<file path="config.mk">
export PLATFORM = sky130hd
export DESIGN_NAME = cisd_decoder
export DESIGN_NICKNAME = d
export VERILOG_FILES = /design/src/hdl/cisd_pkg.sv /design/src/hdl/cisd_pipe_reg.sv /design/src/hdl/cisd_apb_regs.sv /design/src/hdl/cisd_decoder.sv
export SDC_FILE = /design/constraint.sdc
export NUM_CORES = 1
export LEC_CHECK = 0
export BUFFER_PORTS_ARGS = -buffer_cell sky130_fd_sc_hd__clkbuf_2
export CAP_MARGIN = 15
export CORE_MARGIN = 2
export CORE_UTILIZATION = 50
export DETAILED_ROUTE_END_ITERATION = 7
export PLACE_DENSITY = 0.84
export SETUP_SLACK_MARGIN = 0.15
export SLEW_MARGIN = 20
export SYNTH_ARGS = -nofsm -noshare
export SYNTH_HDL_FRONTEND = slang
export SYNTH_SLANG_ARGS = --single-unit
</file>
<file path="constraint.sdc">
create_clock -name REF_CLK -period 4.2 [get_ports REF_CLK]
set_clock_uncertainty 0.15 [all_clocks]
set_input_delay 0 -clock REF_CLK [delete_from_list [all_inputs] [get_ports REF_CLK]]
set_output_delay 0 -clock REF_CLK [all_outputs]
set_load 0.1 [all_outputs]
</file>
<file path="src/hdl/cisd_pkg.sv">
// Purpose: shared constants for the capability sub-group decoder
// Assumes: 32-bit instruction word, group code supplied by the top-level decode
// Notes:   field positions are fixed; one constant per field
package cisd_pkg;
  // instruction field positions
  localparam int DIR_BIT   = 22;
  localparam int VAR_BIT   = 21;
  localparam int STAT_LSB  = 16;
  localparam int TGT2_LSB  = 10;
  localparam int MINOR_LSB = 10;
  localparam int SEC_LSB   = 12;
  localparam int RANGE_BIT = 15;
  localparam int FPB_BIT   = 26;
  localparam int AV_LSB    = 10;
  localparam int SG_LSB    = 23;
  localparam logic [4:0] ALL_ONES5 = 5'h1F;
  // routed sub-group codes
  localparam logic [4:0] G_ACQ_CAP_ALT  = 5'h00;
  localparam logic [4:0] G_ACQ_CAP      = 5'h01;
  localparam logic [4:0] G_ACQ_INT_ALT  = 5'h02;
  localparam logic [4:0] G_UOFF_ALT     = 5'h03;
  localparam logic [4:0] G_REG_ALT      = 5'h04;
  localparam logic [4:0] G_UNSC_CAP     = 5'h05;
  localparam logic [4:0] G_POST_IDX     = 5'h06;
  localparam logic [4:0] G_PRE_IDX      = 5'h07;
  localparam logic [4:0] G_TRANSL       = 5'h08;
  localparam logic [4:0] G_CAS          = 5'h09;
  localparam logic [4:0] G_REG_CAP      = 5'h0A;
  localparam logic [4:0] G_MISC0        = 5'h0B;
  localparam logic [4:0] G_BR_SEAL_DIR  = 5'h0C;
  localparam logic [4:0] G_PAIR_BRANCH  = 5'h0D;
  localparam logic [4:0] G_CVT_IMPL     = 5'h0E;
  localparam logic [4:0] G_ONE_SRC      = 5'h0F;
  localparam logic [4:0] G_BR_SEAL_IND  = 5'h10;
  localparam logic [4:0] G_MISC1        = 5'h11;
  localparam logic [4:0] G_BR_TO_SEAL   = 5'h12;
  localparam logic [4:0] G_MISC2        = 5'h13;
  localparam logic [4:0] G_IMM_BOUNDS   = 5'h14;
  localparam logic [4:0] G_LOGIC_IMM    = 5'h15;
  localparam logic [4:0] G_UNSC_ALT     = 5'h16;
  // access size codes
  localparam logic [2:0] SZ_BYTE  = 3'h0;
  localparam logic [2:0] SZ_HALF  = 3'h1;
  localparam logic [2:0] SZ_WORD  = 3'h2;
  localparam logic [2:0] SZ_DWORD = 3'h3;
  localparam logic [2:0] SZ_CAP   = 3'h4;
  localparam logic [2:0] SZ_NONE  = 3'h7;
  // operation identifiers
  localparam logic [5:0] OP_NONE          = 6'h00;
  localparam logic [5:0] OP_STORE_REL     = 6'h01;
  localparam logic [5:0] OP_LOAD_ACQ      = 6'h02;
  localparam logic [5:0] OP_BYTE_STORE_REL= 6'h03;
  localparam logic [5:0] OP_BYTE_LOAD_ACQ = 6'h04;
  localparam logic [5:0] OP_REG_STORE     = 6'h05;
  localparam logic [5:0] OP_REG_LOAD      = 6'h06;
  localparam logic [5:0] OP_BYTE_STORE    = 6'h07;
  localparam logic [5:0] OP_BYTE_LOAD     = 6'h08;
  localparam logic [5:0] OP_SBYTE_LOAD_X  = 6'h09;
  localparam logic [5:0] OP_SBYTE_LOAD_W  = 6'h0A;
  localparam logic [5:0] OP_SHALF_LOAD_X  = 6'h0B;
  localparam logic [5:0] OP_SHALF_LOAD_W  = 6'h0C;
  localparam logic [5:0] OP_HALF_STORE    = 6'h0D;
  localparam logic [5:0] OP_HALF_LOAD     = 6'h0E;
  localparam logic [5:0] OP_FP_STORE      = 6'h0F;
  localparam logic [5:0] OP_FP_LOAD       = 6'h10;
  localparam logic [5:0] OP_UNSC_STORE    = 6'h11;
  localparam logic [5:0] OP_UNSC_LOAD     = 6'h12;
  localparam logic [5:0] OP_POST_STORE    = 6'h13;
  localparam logic [5:0] OP_POST_LOAD     = 6'h14;
  localparam logic [5:0] OP_PRE_STORE     = 6'h15;
  localparam logic [5:0] OP_PRE_LOAD      = 6'h16;
  localparam logic [5:0] OP_UNPRIV_STORE  = 6'h17;
  localparam logic [5:0] OP_UNPRIV_LOAD   = 6'h18;
  localparam logic [5:0] OP_CSWAP         = 6'h19;
  localparam logic [5:0] OP_CSWAP_REL     = 6'h1A;
  localparam logic [5:0] OP_CSWAP_ACQ     = 6'h1B;
  localparam logic [5:0] OP_CSWAP_ACQ_REL = 6'h1C;
  localparam logic [5:0] OP_TAG_CLEAR     = 6'h1D;
  localparam logic [5:0] OP_CAP_COPY      = 6'h1E;
  localparam logic [5:0] OP_SEALED_BR     = 6'h1F;
  localparam logic [5:0] OP_SEALED_BR_LINK= 6'h20;
  localparam logic [5:0] OP_SEALED_RET    = 6'h21;
  localparam logic [5:0] OP_PAIR_LD_BR    = 6'h22;
  localparam logic [5:0] OP_PAIR_LD_BR_LNK= 6'h23;
  localparam logic [5:0] OP_CVT_D         = 6'h24;
  localparam logic [5:0] OP_CVT_P         = 6'h25;
  localparam logic [5:0] OP_CVT_D_ZERO    = 6'h26;
  localparam logic [5:0] OP_CVT_P_ZERO    = 6'h27;
  localparam logic [5:0] OP_REPR_LENGTH   = 6'h28;
  localparam logic [5:0] OP_REPR_MASK     = 6'h29;
  localparam logic [5:0] OP_MEM_IND_BR    = 6'h2A;
  localparam logic [5:0] OP_MEM_IND_BR_LNK= 6'h2B;
  localparam logic [5:0] OP_BUILD         = 6'h2C;
  localparam logic [5:0] OP_TYPE_COPY     = 6'h2D;
  localparam logic [5:0] OP_COND_SEAL     = 6'h2E;
  localparam logic [5:0] OP_VALUE_COPY    = 6'h2F;
  localparam logic [5:0] OP_SEAL_CAP      = 6'h30;
  localparam logic [5:0] OP_UNSEAL        = 6'h31;
  localparam logic [5:0] OP_SUBSET_CHECK  = 6'h32;
  localparam logic [5:0] OP_BOUNDS_UNSC   = 6'h33;
  localparam logic [5:0] OP_BOUNDS_SCALED = 6'h34;
  localparam logic [5:0] OP_FLAGS_CLEAR   = 6'h35;
  localparam logic [5:0] OP_FLAGS_OR      = 6'h36;
  localparam logic [5:0] OP_FLAGS_XOR     = 6'h37;
  // register map and reset values
  localparam logic [11:0] ADDR_CTRL  = 12'h000;
  localparam logic [11:0] ADDR_COUNT = 12'h004;
  localparam logic [11:0] ADDR_LAST  = 12'h008;
  localparam logic        CTRL_EN_RST = 1'b1;
  localparam logic [15:0] COUNT_RST   = 16'h0000;
endpackage

</file>
<file path="src/hdl/cisd_pipe_reg.sv">
// Purpose: output register stage of the decoder
// Assumes: same clock and synchronous reset as the decoder
// Notes:   one cycle of latency, every output from a flip-flop
`timescale 1ns/1ps
`default_nettype none
module cisd_pipe_reg
  import cisd_pkg::*;
(
  input  wire logic       clk,
  input  wire logic       srst,
  input  wire logic       valid_d,
  input  wire logic       unalloc_d,
  input  wire logic [5:0] op_d,
  input  wire logic [2:0] size_d,
  input  wire logic       load_d,
  input  wire logic       alt_d,
  output logic            valid_q,
  output logic            unalloc_q,
  output logic [5:0]      op_q,
  output logic [2:0]      size_q,
  output logic            load_q,
  output logic            alt_q
);
  always_ff @(posedge clk)
  begin
    if (srst)
    begin
      valid_q   <= 1'b0;
      unalloc_q <= 1'b0;
      op_q      <= OP_NONE;
      size_q    <= SZ_NONE;
      load_q    <= 1'b0;
      alt_q     <= 1'b0;
    end
    else
    begin
      valid_q   <= valid_d;
      unalloc_q <= unalloc_d;
      op_q      <= op_d;
      size_q    <= size_d;
      load_q    <= load_d;
      alt_q     <= alt_d;
    end
  end
endmodule
`default_nettype wire

</file>
<file path="src/hdl/cisd_apb_regs.sv">
// Purpose: APB slave holding decoder control and status
// Assumes: APB3 master on the same clock
// Notes:   two-cycle access phase, unmapped address answers with pslverr
`timescale 1ns/1ps
`default_nettype none
module cisd_apb_regs
  import cisd_pkg::*;
(
  input  wire logic        clk,
  input  wire logic        srst,
  input  wire logic        psel,
  input  wire logic        penable,
  input  wire logic        pwrite,
  input  wire logic [11:0] paddr,
  input  wire logic [31:0] pwdata,
  output logic [31:0]      prdata,
  output logic             pready,
  output logic             pslverr,
  input  wire logic        unalloc_evt,
  input  wire logic [5:0]  last_op,
  output logic             dec_en
);
  logic        acc;
  logic        hit;
  logic [15:0] count_q;
  logic [31:0] rd;
  assign acc = psel & penable & pready;
  assign hit = (paddr == ADDR_CTRL) | (paddr == ADDR_COUNT) | (paddr == ADDR_LAST);
  always_comb
  begin
    rd = 32'h0000_0000;
    if (paddr == ADDR_CTRL)
      rd = {31'h0000_0000, dec_en};
    else if (paddr == ADDR_COUNT)
      rd = {16'h0000, count_q};
    else if (paddr == ADDR_LAST)
      rd = {26'h000_0000, last_op};
  end
  // ready is registered, so it drops the cycle after each completion
  always_ff @(posedge clk)
  begin
    if (srst)
    begin
      pready  <= 1'b0;
      pslverr <= 1'b0;
      prdata  <= 32'h0000_0000;
    end
    else
    begin
      pready  <= psel & penable & ~pready;
      pslverr <= psel & penable & ~pready & ~hit;
      prdata  <= (psel & penable & ~pready & ~pwrite) ? rd : 32'h0000_0000;
    end
  end
  always_ff @(posedge clk)
  begin
    if (srst)
      dec_en <= CTRL_EN_RST;
    else if (acc & pwrite & (paddr == ADDR_CTRL))
      dec_en <= pwdata[0];
  end
  // a new event beats a software clear in the same cycle
  always_ff @(posedge clk)
  begin
    if (srst)
      count_q <= COUNT_RST;
    else if (acc & pwrite & (paddr == ADDR_COUNT))
      count_q <= unalloc_evt ? 16'h0001 : COUNT_RST;
    else if (unalloc_evt & (count_q != 16'hFFFF))
      count_q <= count_q + 16'h0001;
  end
endmodule
`default_nettype wire

</file>
<file path="src/hdl/cisd_decoder.sv">
// Purpose: decode of the capability-extension instruction sub-groups
// Assumes: INSTR_GROUP comes from the top-level decode on the same clock
// Notes:   result appears one REF_CLK edge after the word is presented
`timescale 1ns/1ps
`default_nettype none
module cisd_decoder
  import cisd_pkg::*;
(
  input  wire logic        REF_CLK,
  input  wire logic        SRST,
  input  wire logic        INSTR_VALID,
  input  wire logic [31:0] INSTR_WORD,
  input  wire logic [4:0]  INSTR_GROUP,
  output logic             OP_VALID,
  output logic             OP_UNALLOC,
  output logic [5:0]       OP_ID,
  output logic [2:0]       OP_SIZE,
  output logic             OP_IS_LOAD,
  output logic             OP_ALT_BASE,
  input  wire logic        PSEL,
  input  wire logic        PENABLE,
  input  wire logic        PWRITE,
  input  wire logic [11:0] PADDR,
  input  wire logic [31:0] PWDATA,
  output logic [31:0]      PRDATA,
  output logic             PREADY,
  output logic             PSLVERR
);
  logic       dir;
  logic       vbit;
  logic [4:0] stat_fld;
  logic [4:0] tgt2_fld;
  logic [1:0] mn;
  logic       sec0;
  logic       rng;
  logic       fpb;
  logic [1:0] av;
  logic [1:0] sg;
  logic       dec_en;
  logic       hit;
  logic [5:0] op_d;
  logic [2:0] size_d;
  logic       load_d;
  logic       alt_d;
  logic       valid_d;
  logic       unalloc_d;
  logic       ones;

  assign dir  = INSTR_WORD[DIR_BIT];
  assign vbit = INSTR_WORD[VAR_BIT];
  assign stat_fld = INSTR_WORD[STAT_LSB +: 5];
  assign tgt2_fld = INSTR_WORD[TGT2_LSB +: 5];
  assign mn   = INSTR_WORD[MINOR_LSB +: 2];
  assign sec0 = INSTR_WORD[SEC_LSB];
  assign rng  = INSTR_WORD[RANGE_BIT];
  assign fpb  = INSTR_WORD[FPB_BIT];
  assign av   = INSTR_WORD[AV_LSB +: 2];
  assign sg   = INSTR_WORD[SG_LSB +: 2];
  assign ones = (stat_fld == ALL_ONES5) && (tgt2_fld == ALL_ONES5);

  always_comb
  begin
    hit    = 1'b0;
    op_d   = OP_NONE;
    size_d = SZ_NONE;
    load_d = 1'b0;
    alt_d  = 1'b0;
    case (INSTR_GROUP)
      G_ACQ_CAP_ALT, G_ACQ_CAP:
      begin
        hit    = ones;
        op_d   = dir ? OP_LOAD_ACQ : OP_STORE_REL;
        size_d = SZ_CAP;
        load_d = dir;
        alt_d  = (INSTR_GROUP == G_ACQ_CAP_ALT);
      end
      G_ACQ_INT_ALT:
      begin
        hit    = ones;
        alt_d  = 1'b1;
        load_d = dir;
        size_d = vbit ? SZ_DWORD : SZ_BYTE;
        if (vbit)
          op_d = dir ? OP_LOAD_ACQ : OP_STORE_REL;
        else
          op_d = dir ? OP_BYTE_LOAD_ACQ : OP_BYTE_STORE_REL;
      end
      G_UOFF_ALT:
      begin
        hit    = 1'b1;
        alt_d  = 1'b1;
        load_d = dir;
        op_d   = dir ? OP_REG_LOAD : OP_REG_STORE;
        case (mn)
          2'h0:    size_d = SZ_CAP;
          2'h1:    size_d = SZ_BYTE;
          2'h2:    size_d = SZ_WORD;
          default: size_d = SZ_DWORD;
        endcase
      end
      G_REG_ALT:
      begin
        hit    = 1'b1;
        alt_d  = 1'b1;
        load_d = dir | (~vbit & (mn == 2'h1 || mn == 2'h2));
        case ({dir, vbit, mn})
          4'h0:    begin op_d = OP_BYTE_STORE;   size_d = SZ_BYTE;  end
          4'h1:    begin op_d = OP_SBYTE_LOAD_X; size_d = SZ_BYTE;  end
          4'h2:    begin op_d = OP_SHALF_LOAD_X; size_d = SZ_HALF;  end
          4'h3:    begin op_d = OP_HALF_STORE;   size_d = SZ_HALF;  end
          4'h4:    begin op_d = OP_REG_STORE;    size_d = SZ_WORD;  end
          4'h5:    begin op_d = OP_REG_STORE;    size_d = SZ_DWORD; end
          4'h6:    begin op_d = OP_FP_STORE;     size_d = SZ_DWORD; end
          4'h7:    begin op_d = OP_FP_STORE;     size_d = SZ_WORD;  end
          4'h8:    begin op_d = OP_BYTE_LOAD;    size_d = SZ_BYTE;  end
          4'h9:    begin op_d = OP_SBYTE_LOAD_W; size_d = SZ_BYTE;  end
          4'hA:    begin op_d = OP_SHALF_LOAD_W; size_d = SZ_HALF;  end
          4'hB:    begin op_d = OP_HALF_LOAD;    size_d = SZ_HALF;  end
          4'hC:    begin op_d = OP_REG_LOAD;     size_d = SZ_WORD;  end
          4'hD:    begin op_d = OP_REG_LOAD;     size_d = SZ_DWORD; end
          4'hE:    begin op_d = OP_FP_LOAD;      size_d = SZ_DWORD; end
          default: begin op_d = OP_FP_LOAD;      size_d = SZ_WORD;  end
        endcase
      end
      G_UNSC_CAP, G_POST_IDX, G_PRE_IDX, G_TRANSL, G_REG_CAP:
      begin
        hit    = ~mn[1];
        size_d = SZ_CAP;
        load_d = mn[0];
        case (INSTR_GROUP)
          G_UNSC_CAP: op_d = mn[0] ? OP_UNSC_LOAD : OP_UNSC_STORE;
          G_POST_IDX: op_d = mn[0] ? OP_POST_LOAD : OP_POST_STORE;
          G_PRE_IDX:  op_d = mn[0] ? OP_PRE_LOAD : OP_PRE_STORE;
          G_TRANSL:   op_d = mn[0] ? OP_UNPRIV_LOAD : OP_UNPRIV_STORE;
          default:    op_d = mn[0] ? OP_REG_LOAD : OP_REG_STORE;
        endcase
      end
      G_CAS:
      begin
        hit    = mn[1];
        size_d = SZ_CAP;
        load_d = 1'b1;
        case ({mn[0], sec0})
          2'h0:    op_d = OP_CSWAP;
          2'h1:    op_d = OP_CSWAP_REL;
          2'h2:    op_d = OP_CSWAP_ACQ;
          default: op_d = OP_CSWAP_ACQ_REL;
        endcase
      end
      G_MISC0:
      begin
        hit  = ~mn[0];
        op_d = mn[1] ? OP_CAP_COPY : OP_TAG_CLEAR;
      end
      G_BR_SEAL_DIR, G_BR_TO_SEAL:
      begin
        hit = (mn != 2'h3);
        case (mn)
          2'h0:    op_d = OP_SEALED_BR;
          2'h1:    op_d = OP_SEALED_BR_LINK;
          default: op_d = OP_SEALED_RET;
        endcase
      end
      G_PAIR_BRANCH:
      begin
        hit    = ~mn[1];
        size_d = SZ_CAP;
        load_d = 1'b1;
        op_d   = mn[0] ? OP_PAIR_LD_BR_LNK : OP_PAIR_LD_BR;
      end
      G_CVT_IMPL:
      begin
        hit = 1'b1;
        case (mn)
          2'h0:    op_d = OP_CVT_D;
          2'h1:    op_d = OP_CVT_P;
          2'h2:    op_d = OP_CVT_D_ZERO;
          default: op_d = OP_CVT_P_ZERO;
        endcase
      end
      G_ONE_SRC:
      begin
        hit  = ~mn[1];
        op_d = mn[0] ? OP_REPR_MASK : OP_REPR_LENGTH;
      end
      G_BR_SEAL_IND:
      begin
        hit    = 1'b1;
        size_d = SZ_CAP;
        load_d = 1'b1;
        op_d   = vbit ? OP_MEM_IND_BR_LNK : OP_MEM_IND_BR;
      end
      G_MISC1:
      begin
        hit = 1'b1;
        case (mn)
          2'h0:    op_d = OP_BUILD;
          2'h1:    op_d = OP_TYPE_COPY;
          2'h2:    op_d = OP_COND_SEAL;
          default: op_d = OP_VALUE_COPY;
        endcase
      end
      G_MISC2:
      begin
        hit = (mn != 2'h3);
        case (mn)
          2'h0:    op_d = OP_SEAL_CAP;
          2'h1:    op_d = OP_UNSEAL;
          default: op_d = OP_SUBSET_CHECK;
        endcase
      end
      G_IMM_BOUNDS:
      begin
        hit  = 1'b1;
        op_d = rng ? OP_BOUNDS_SCALED : OP_BOUNDS_UNSC;
      end
      G_LOGIC_IMM:
      begin
        hit = (mn != 2'h3);
        case (mn)
          2'h0:    op_d = OP_FLAGS_CLEAR;
          2'h1:    op_d = OP_FLAGS_OR;
          default: op_d = OP_FLAGS_XOR;
        endcase
      end
      G_UNSC_ALT:
      begin
        hit    = ~fpb && (av == 2'h3) && sg[1];
        alt_d  = 1'b1;
        size_d = SZ_CAP;
        load_d = sg[0];
        op_d   = sg[0] ? OP_UNSC_LOAD : OP_UNSC_STORE;
      end
      default:
      begin
        hit = 1'b0;
      end
    endcase
  end

  // disabling the extension turns every routed word into an unallocated one
  assign valid_d   = INSTR_VALID & dec_en & hit;
  assign unalloc_d = INSTR_VALID & ~(dec_en & hit);

  // fields are forced to OP_NONE and SZ_NONE on a miss so a trap never carries a half-decoded op
  cisd_pipe_reg u_pipe
  (
    .clk       (REF_CLK),
    .srst      (SRST),
    .valid_d   (valid_d),
    .unalloc_d (unalloc_d),
    .op_d      (valid_d ? op_d : OP_NONE),
    .size_d    (valid_d ? size_d : SZ_NONE),
    .load_d    (valid_d & load_d),
    .alt_d     (valid_d & alt_d),
    .valid_q   (OP_VALID),
    .unalloc_q (OP_UNALLOC),
    .op_q      (OP_ID),
    .size_q    (OP_SIZE),
    .load_q    (OP_IS_LOAD),
    .alt_q     (OP_ALT_BASE)
  );

  cisd_apb_regs u_regs
  (
    .clk         (REF_CLK),
    .srst        (SRST),
    .psel        (PSEL),
    .penable     (PENABLE),
    .pwrite      (PWRITE),
    .paddr       (PADDR),
    .pwdata      (PWDATA),
    .prdata      (PRDATA),
    .pready      (PREADY),
    .pslverr     (PSLVERR),
    .unalloc_evt (OP_UNALLOC),
    .last_op     (OP_ID),
    .dec_en      (dec_en)
  );
endmodule
`default_nettype wire

</file>
==> results.ini <==
[timing]
hold_ws_ns=0.0207
slew_violations=0
final.period_utilization_pct=57.1
worst_pin_slew_ns=0.719
slew_headroom_pct=52.0
setup_viol=0
fin_crit_ns=2.40
rsz0062_at_grt=no
tns_ns=0
hold_violations=0
fmax_ghz=0.417
setup_slack_ns=1.80

[setup_path]
criticalPathCategory=primary input to flop
r2r_slack_ns=1.87
worst_path_dominant_cell_family=simple AND/OR/NAND/NOR gates
crit_path_max_incr_delay_ns=0.67
critPathArrivalTime_ns=2.45
cp_max_fo=29
cp-end-kind=flop
startpoint_type=primary input
crit_chain=clkbuf_2, nor3_2, nand4_1, nor4_1, nor4b_1, a211oi_2, a21boi_0
path_buf_inv=1
cp_slowest_cell=a211oi_2
cp.required_ns=4.26

[logic_synthesis]
syn_inst=384
synth_warnings=0
synth.distinct_cells=65
synth_area_leaders=dfxtp_1 (31%), ha_1 (5.3%), nor2_1 (4.5%)
syn_avg_cell_area_um2=8.01
netlist.area_leader.share_pct=31.2
yosysSeqAreaShare_pct=31.2
synth_area_um2=3080
synth_edf_count=0
ys_ff_latch=48
synth_top_flop_cell=dfxtp_1
async_flop_share_pct=0
yosysTopAreaCell=dfxtp_1

[cts]
htree_levels=2
clk_pin_slew_ns=0.08
clk_latency_ns=0.29
cts_buffer_depth=2
ctsResizeCount=0
cts-root-buf=clkbuf_8
tritoncts=built
clkSinkCount=48
cts_buffers=5

[final_layout]
final_cell_mix=clkbuf_2 (70), dfxtp_1 (48), nor2_1 (37), nand2_1 (35), a21oi_1 (18)
fill_cells=538
post-route-util_pct=61.5
mostFrequentLayoutCell=clkbuf_2
n_antenna_cell=0
drive_above_1_share_pct=19.5
area_delta_synth_final_pct=18.3
nNetsFinal=555

[floorplanning]
rows=28
die_w_um=82.4
io_pins=134
die_y_um=82.4
die_area_um2=6790
core_area_um2=5920
initial_utilization_pct=51.9

[global_route]
antenna_found_initial=0
grt_usage_pct=23.2
grt_pass1_wl_mm=12.3
grt_start_max_net_pins=33
grt_pass1_vias=2684
overflow=0

[power]
peakVddDrop_uv=227
p_leak_uw=0.00158
powerDensity_nw_per_um2=301

[placed_design]
routabilityCongestion=0.944
post-place-ws_ns=1.53
portBuffers=70
hpwl_mm=5.73

[route]
route.detailed.wl_per_inst_um=14.7
antenna_left=0
first_iter_violations=166
vias_per_cell=5.73
dr.pass1.iters=4
drc=0
wl_mm=7.79
vias=3040

[run]
drv_cap=0

[status]
outcome=finished clean

[hold_path]
hp-class=primary input to flop

layout make-up:
cell class / instances / area, um^2 / area share, %
Sequential cell: 48 / 961 / 26.4
Inverter: 11 / 41.3 / 1.13
Clock buffer: 5 / 68.8 / 1.89
Tap cell: 75 / 93.8 / 2.58
Timing Repair Buffer: 83 / 480 / 13.2
Clock inverter: 3 / 68.8 / 1.89
Multi-Input combinational cell: 306 / 1930 / 52.9
stage by stage:
stage / power [uW] / area (um^2) / cells
5_1_grt: 1140 / 3640 / 531
3_5_place_dp: 707 / 3370 / 510
6_report: 1100 / 3640 / 531
2_1_floorplan: 669 / 3130 / 399
4_1_cts: 1100 / 3640 / 531
3_3_place_gp: 705 / 3370 / 510
cells in the mapped netlist (all sizes together), types with 6 or more instances:
master and n:
dfxtp 48, nor2 37, nand2 35, buf 28
a21oi 18, o21ai 17, nor2b 15, and2 14
nand2b 14, nand3 14, ha 13, inv 11
nor3 10, xor2 9, clkbuf 6, nand4 6
flip-flops by register name (all words and copies together), names as in the netlist:
name and cells:
u_pipe.size_q 3, u_pipe.load_q 1, u_pipe.valid_q 1, u_regs.pslverr 1
u_pipe.unalloc_q 1, u_regs.pready 1, u_regs.dec_en 1, u_pipe.op_q 6
u_pipe.alt_q 1, u_regs.prdata 16, u_regs.count_q 16
final timing paths:
kind	start	end	cells past startpoint
worst min register to register	u_pipe.op_q[3]	u_regs.prdata[3]	1
worst max register to register	u_regs.pready	u_regs.prdata[0]	5
worst max-delay path	INSTR_GROUP[4]	u_pipe.op_q[1]	7
worst min-delay path	INSTR_GROUP[3]	u_pipe.alt_q	2
power breakdown:
part           leakage, uW  switching, uW  internal [uW]
registers         0.000388           4.58            460
logic              0.00113            180           62.2
clock network    0.0000687            150            239
total              0.00158            334            761
worst reg2reg max path, delay by kind of cell, from the launching register on:
family	cells	cell delay, ns
simple gates	3	0.77
flops	1	0.33
buf+inv	1	0.62
compound gates	1	0.40
layer usage:
layer	GRT usage, %	wire length, um
met2	41.8	3910
met4	8.83	221
met1	27.8	3130
met3	3.26	520
met5	0	0
what timing repair did:
item / CTS / global route
setup buffers: 0 / 0
endpoints found under the hold margin: 19 / 0
hold buffers: 13 / 0
endpoints found under the setup margin: 0 / 0
logic make-up (layout without fill, tap and decap cells):
group	Yosys count	after routing	share of synthesized area, %
buffers and inverters	45	102	7.97
adders and majority gates	13	13	5.29
other	1	16	0.122
DFF	48	48	31.2
muxes	6	6	1.99
AOI/OAI and AO/OA	83	83	18.4
xor gates and xnor gates	12	12	3.42
and+or+nand+nor	176	176	31.5
Note: power is estimated with default switching activity, not from simulation.
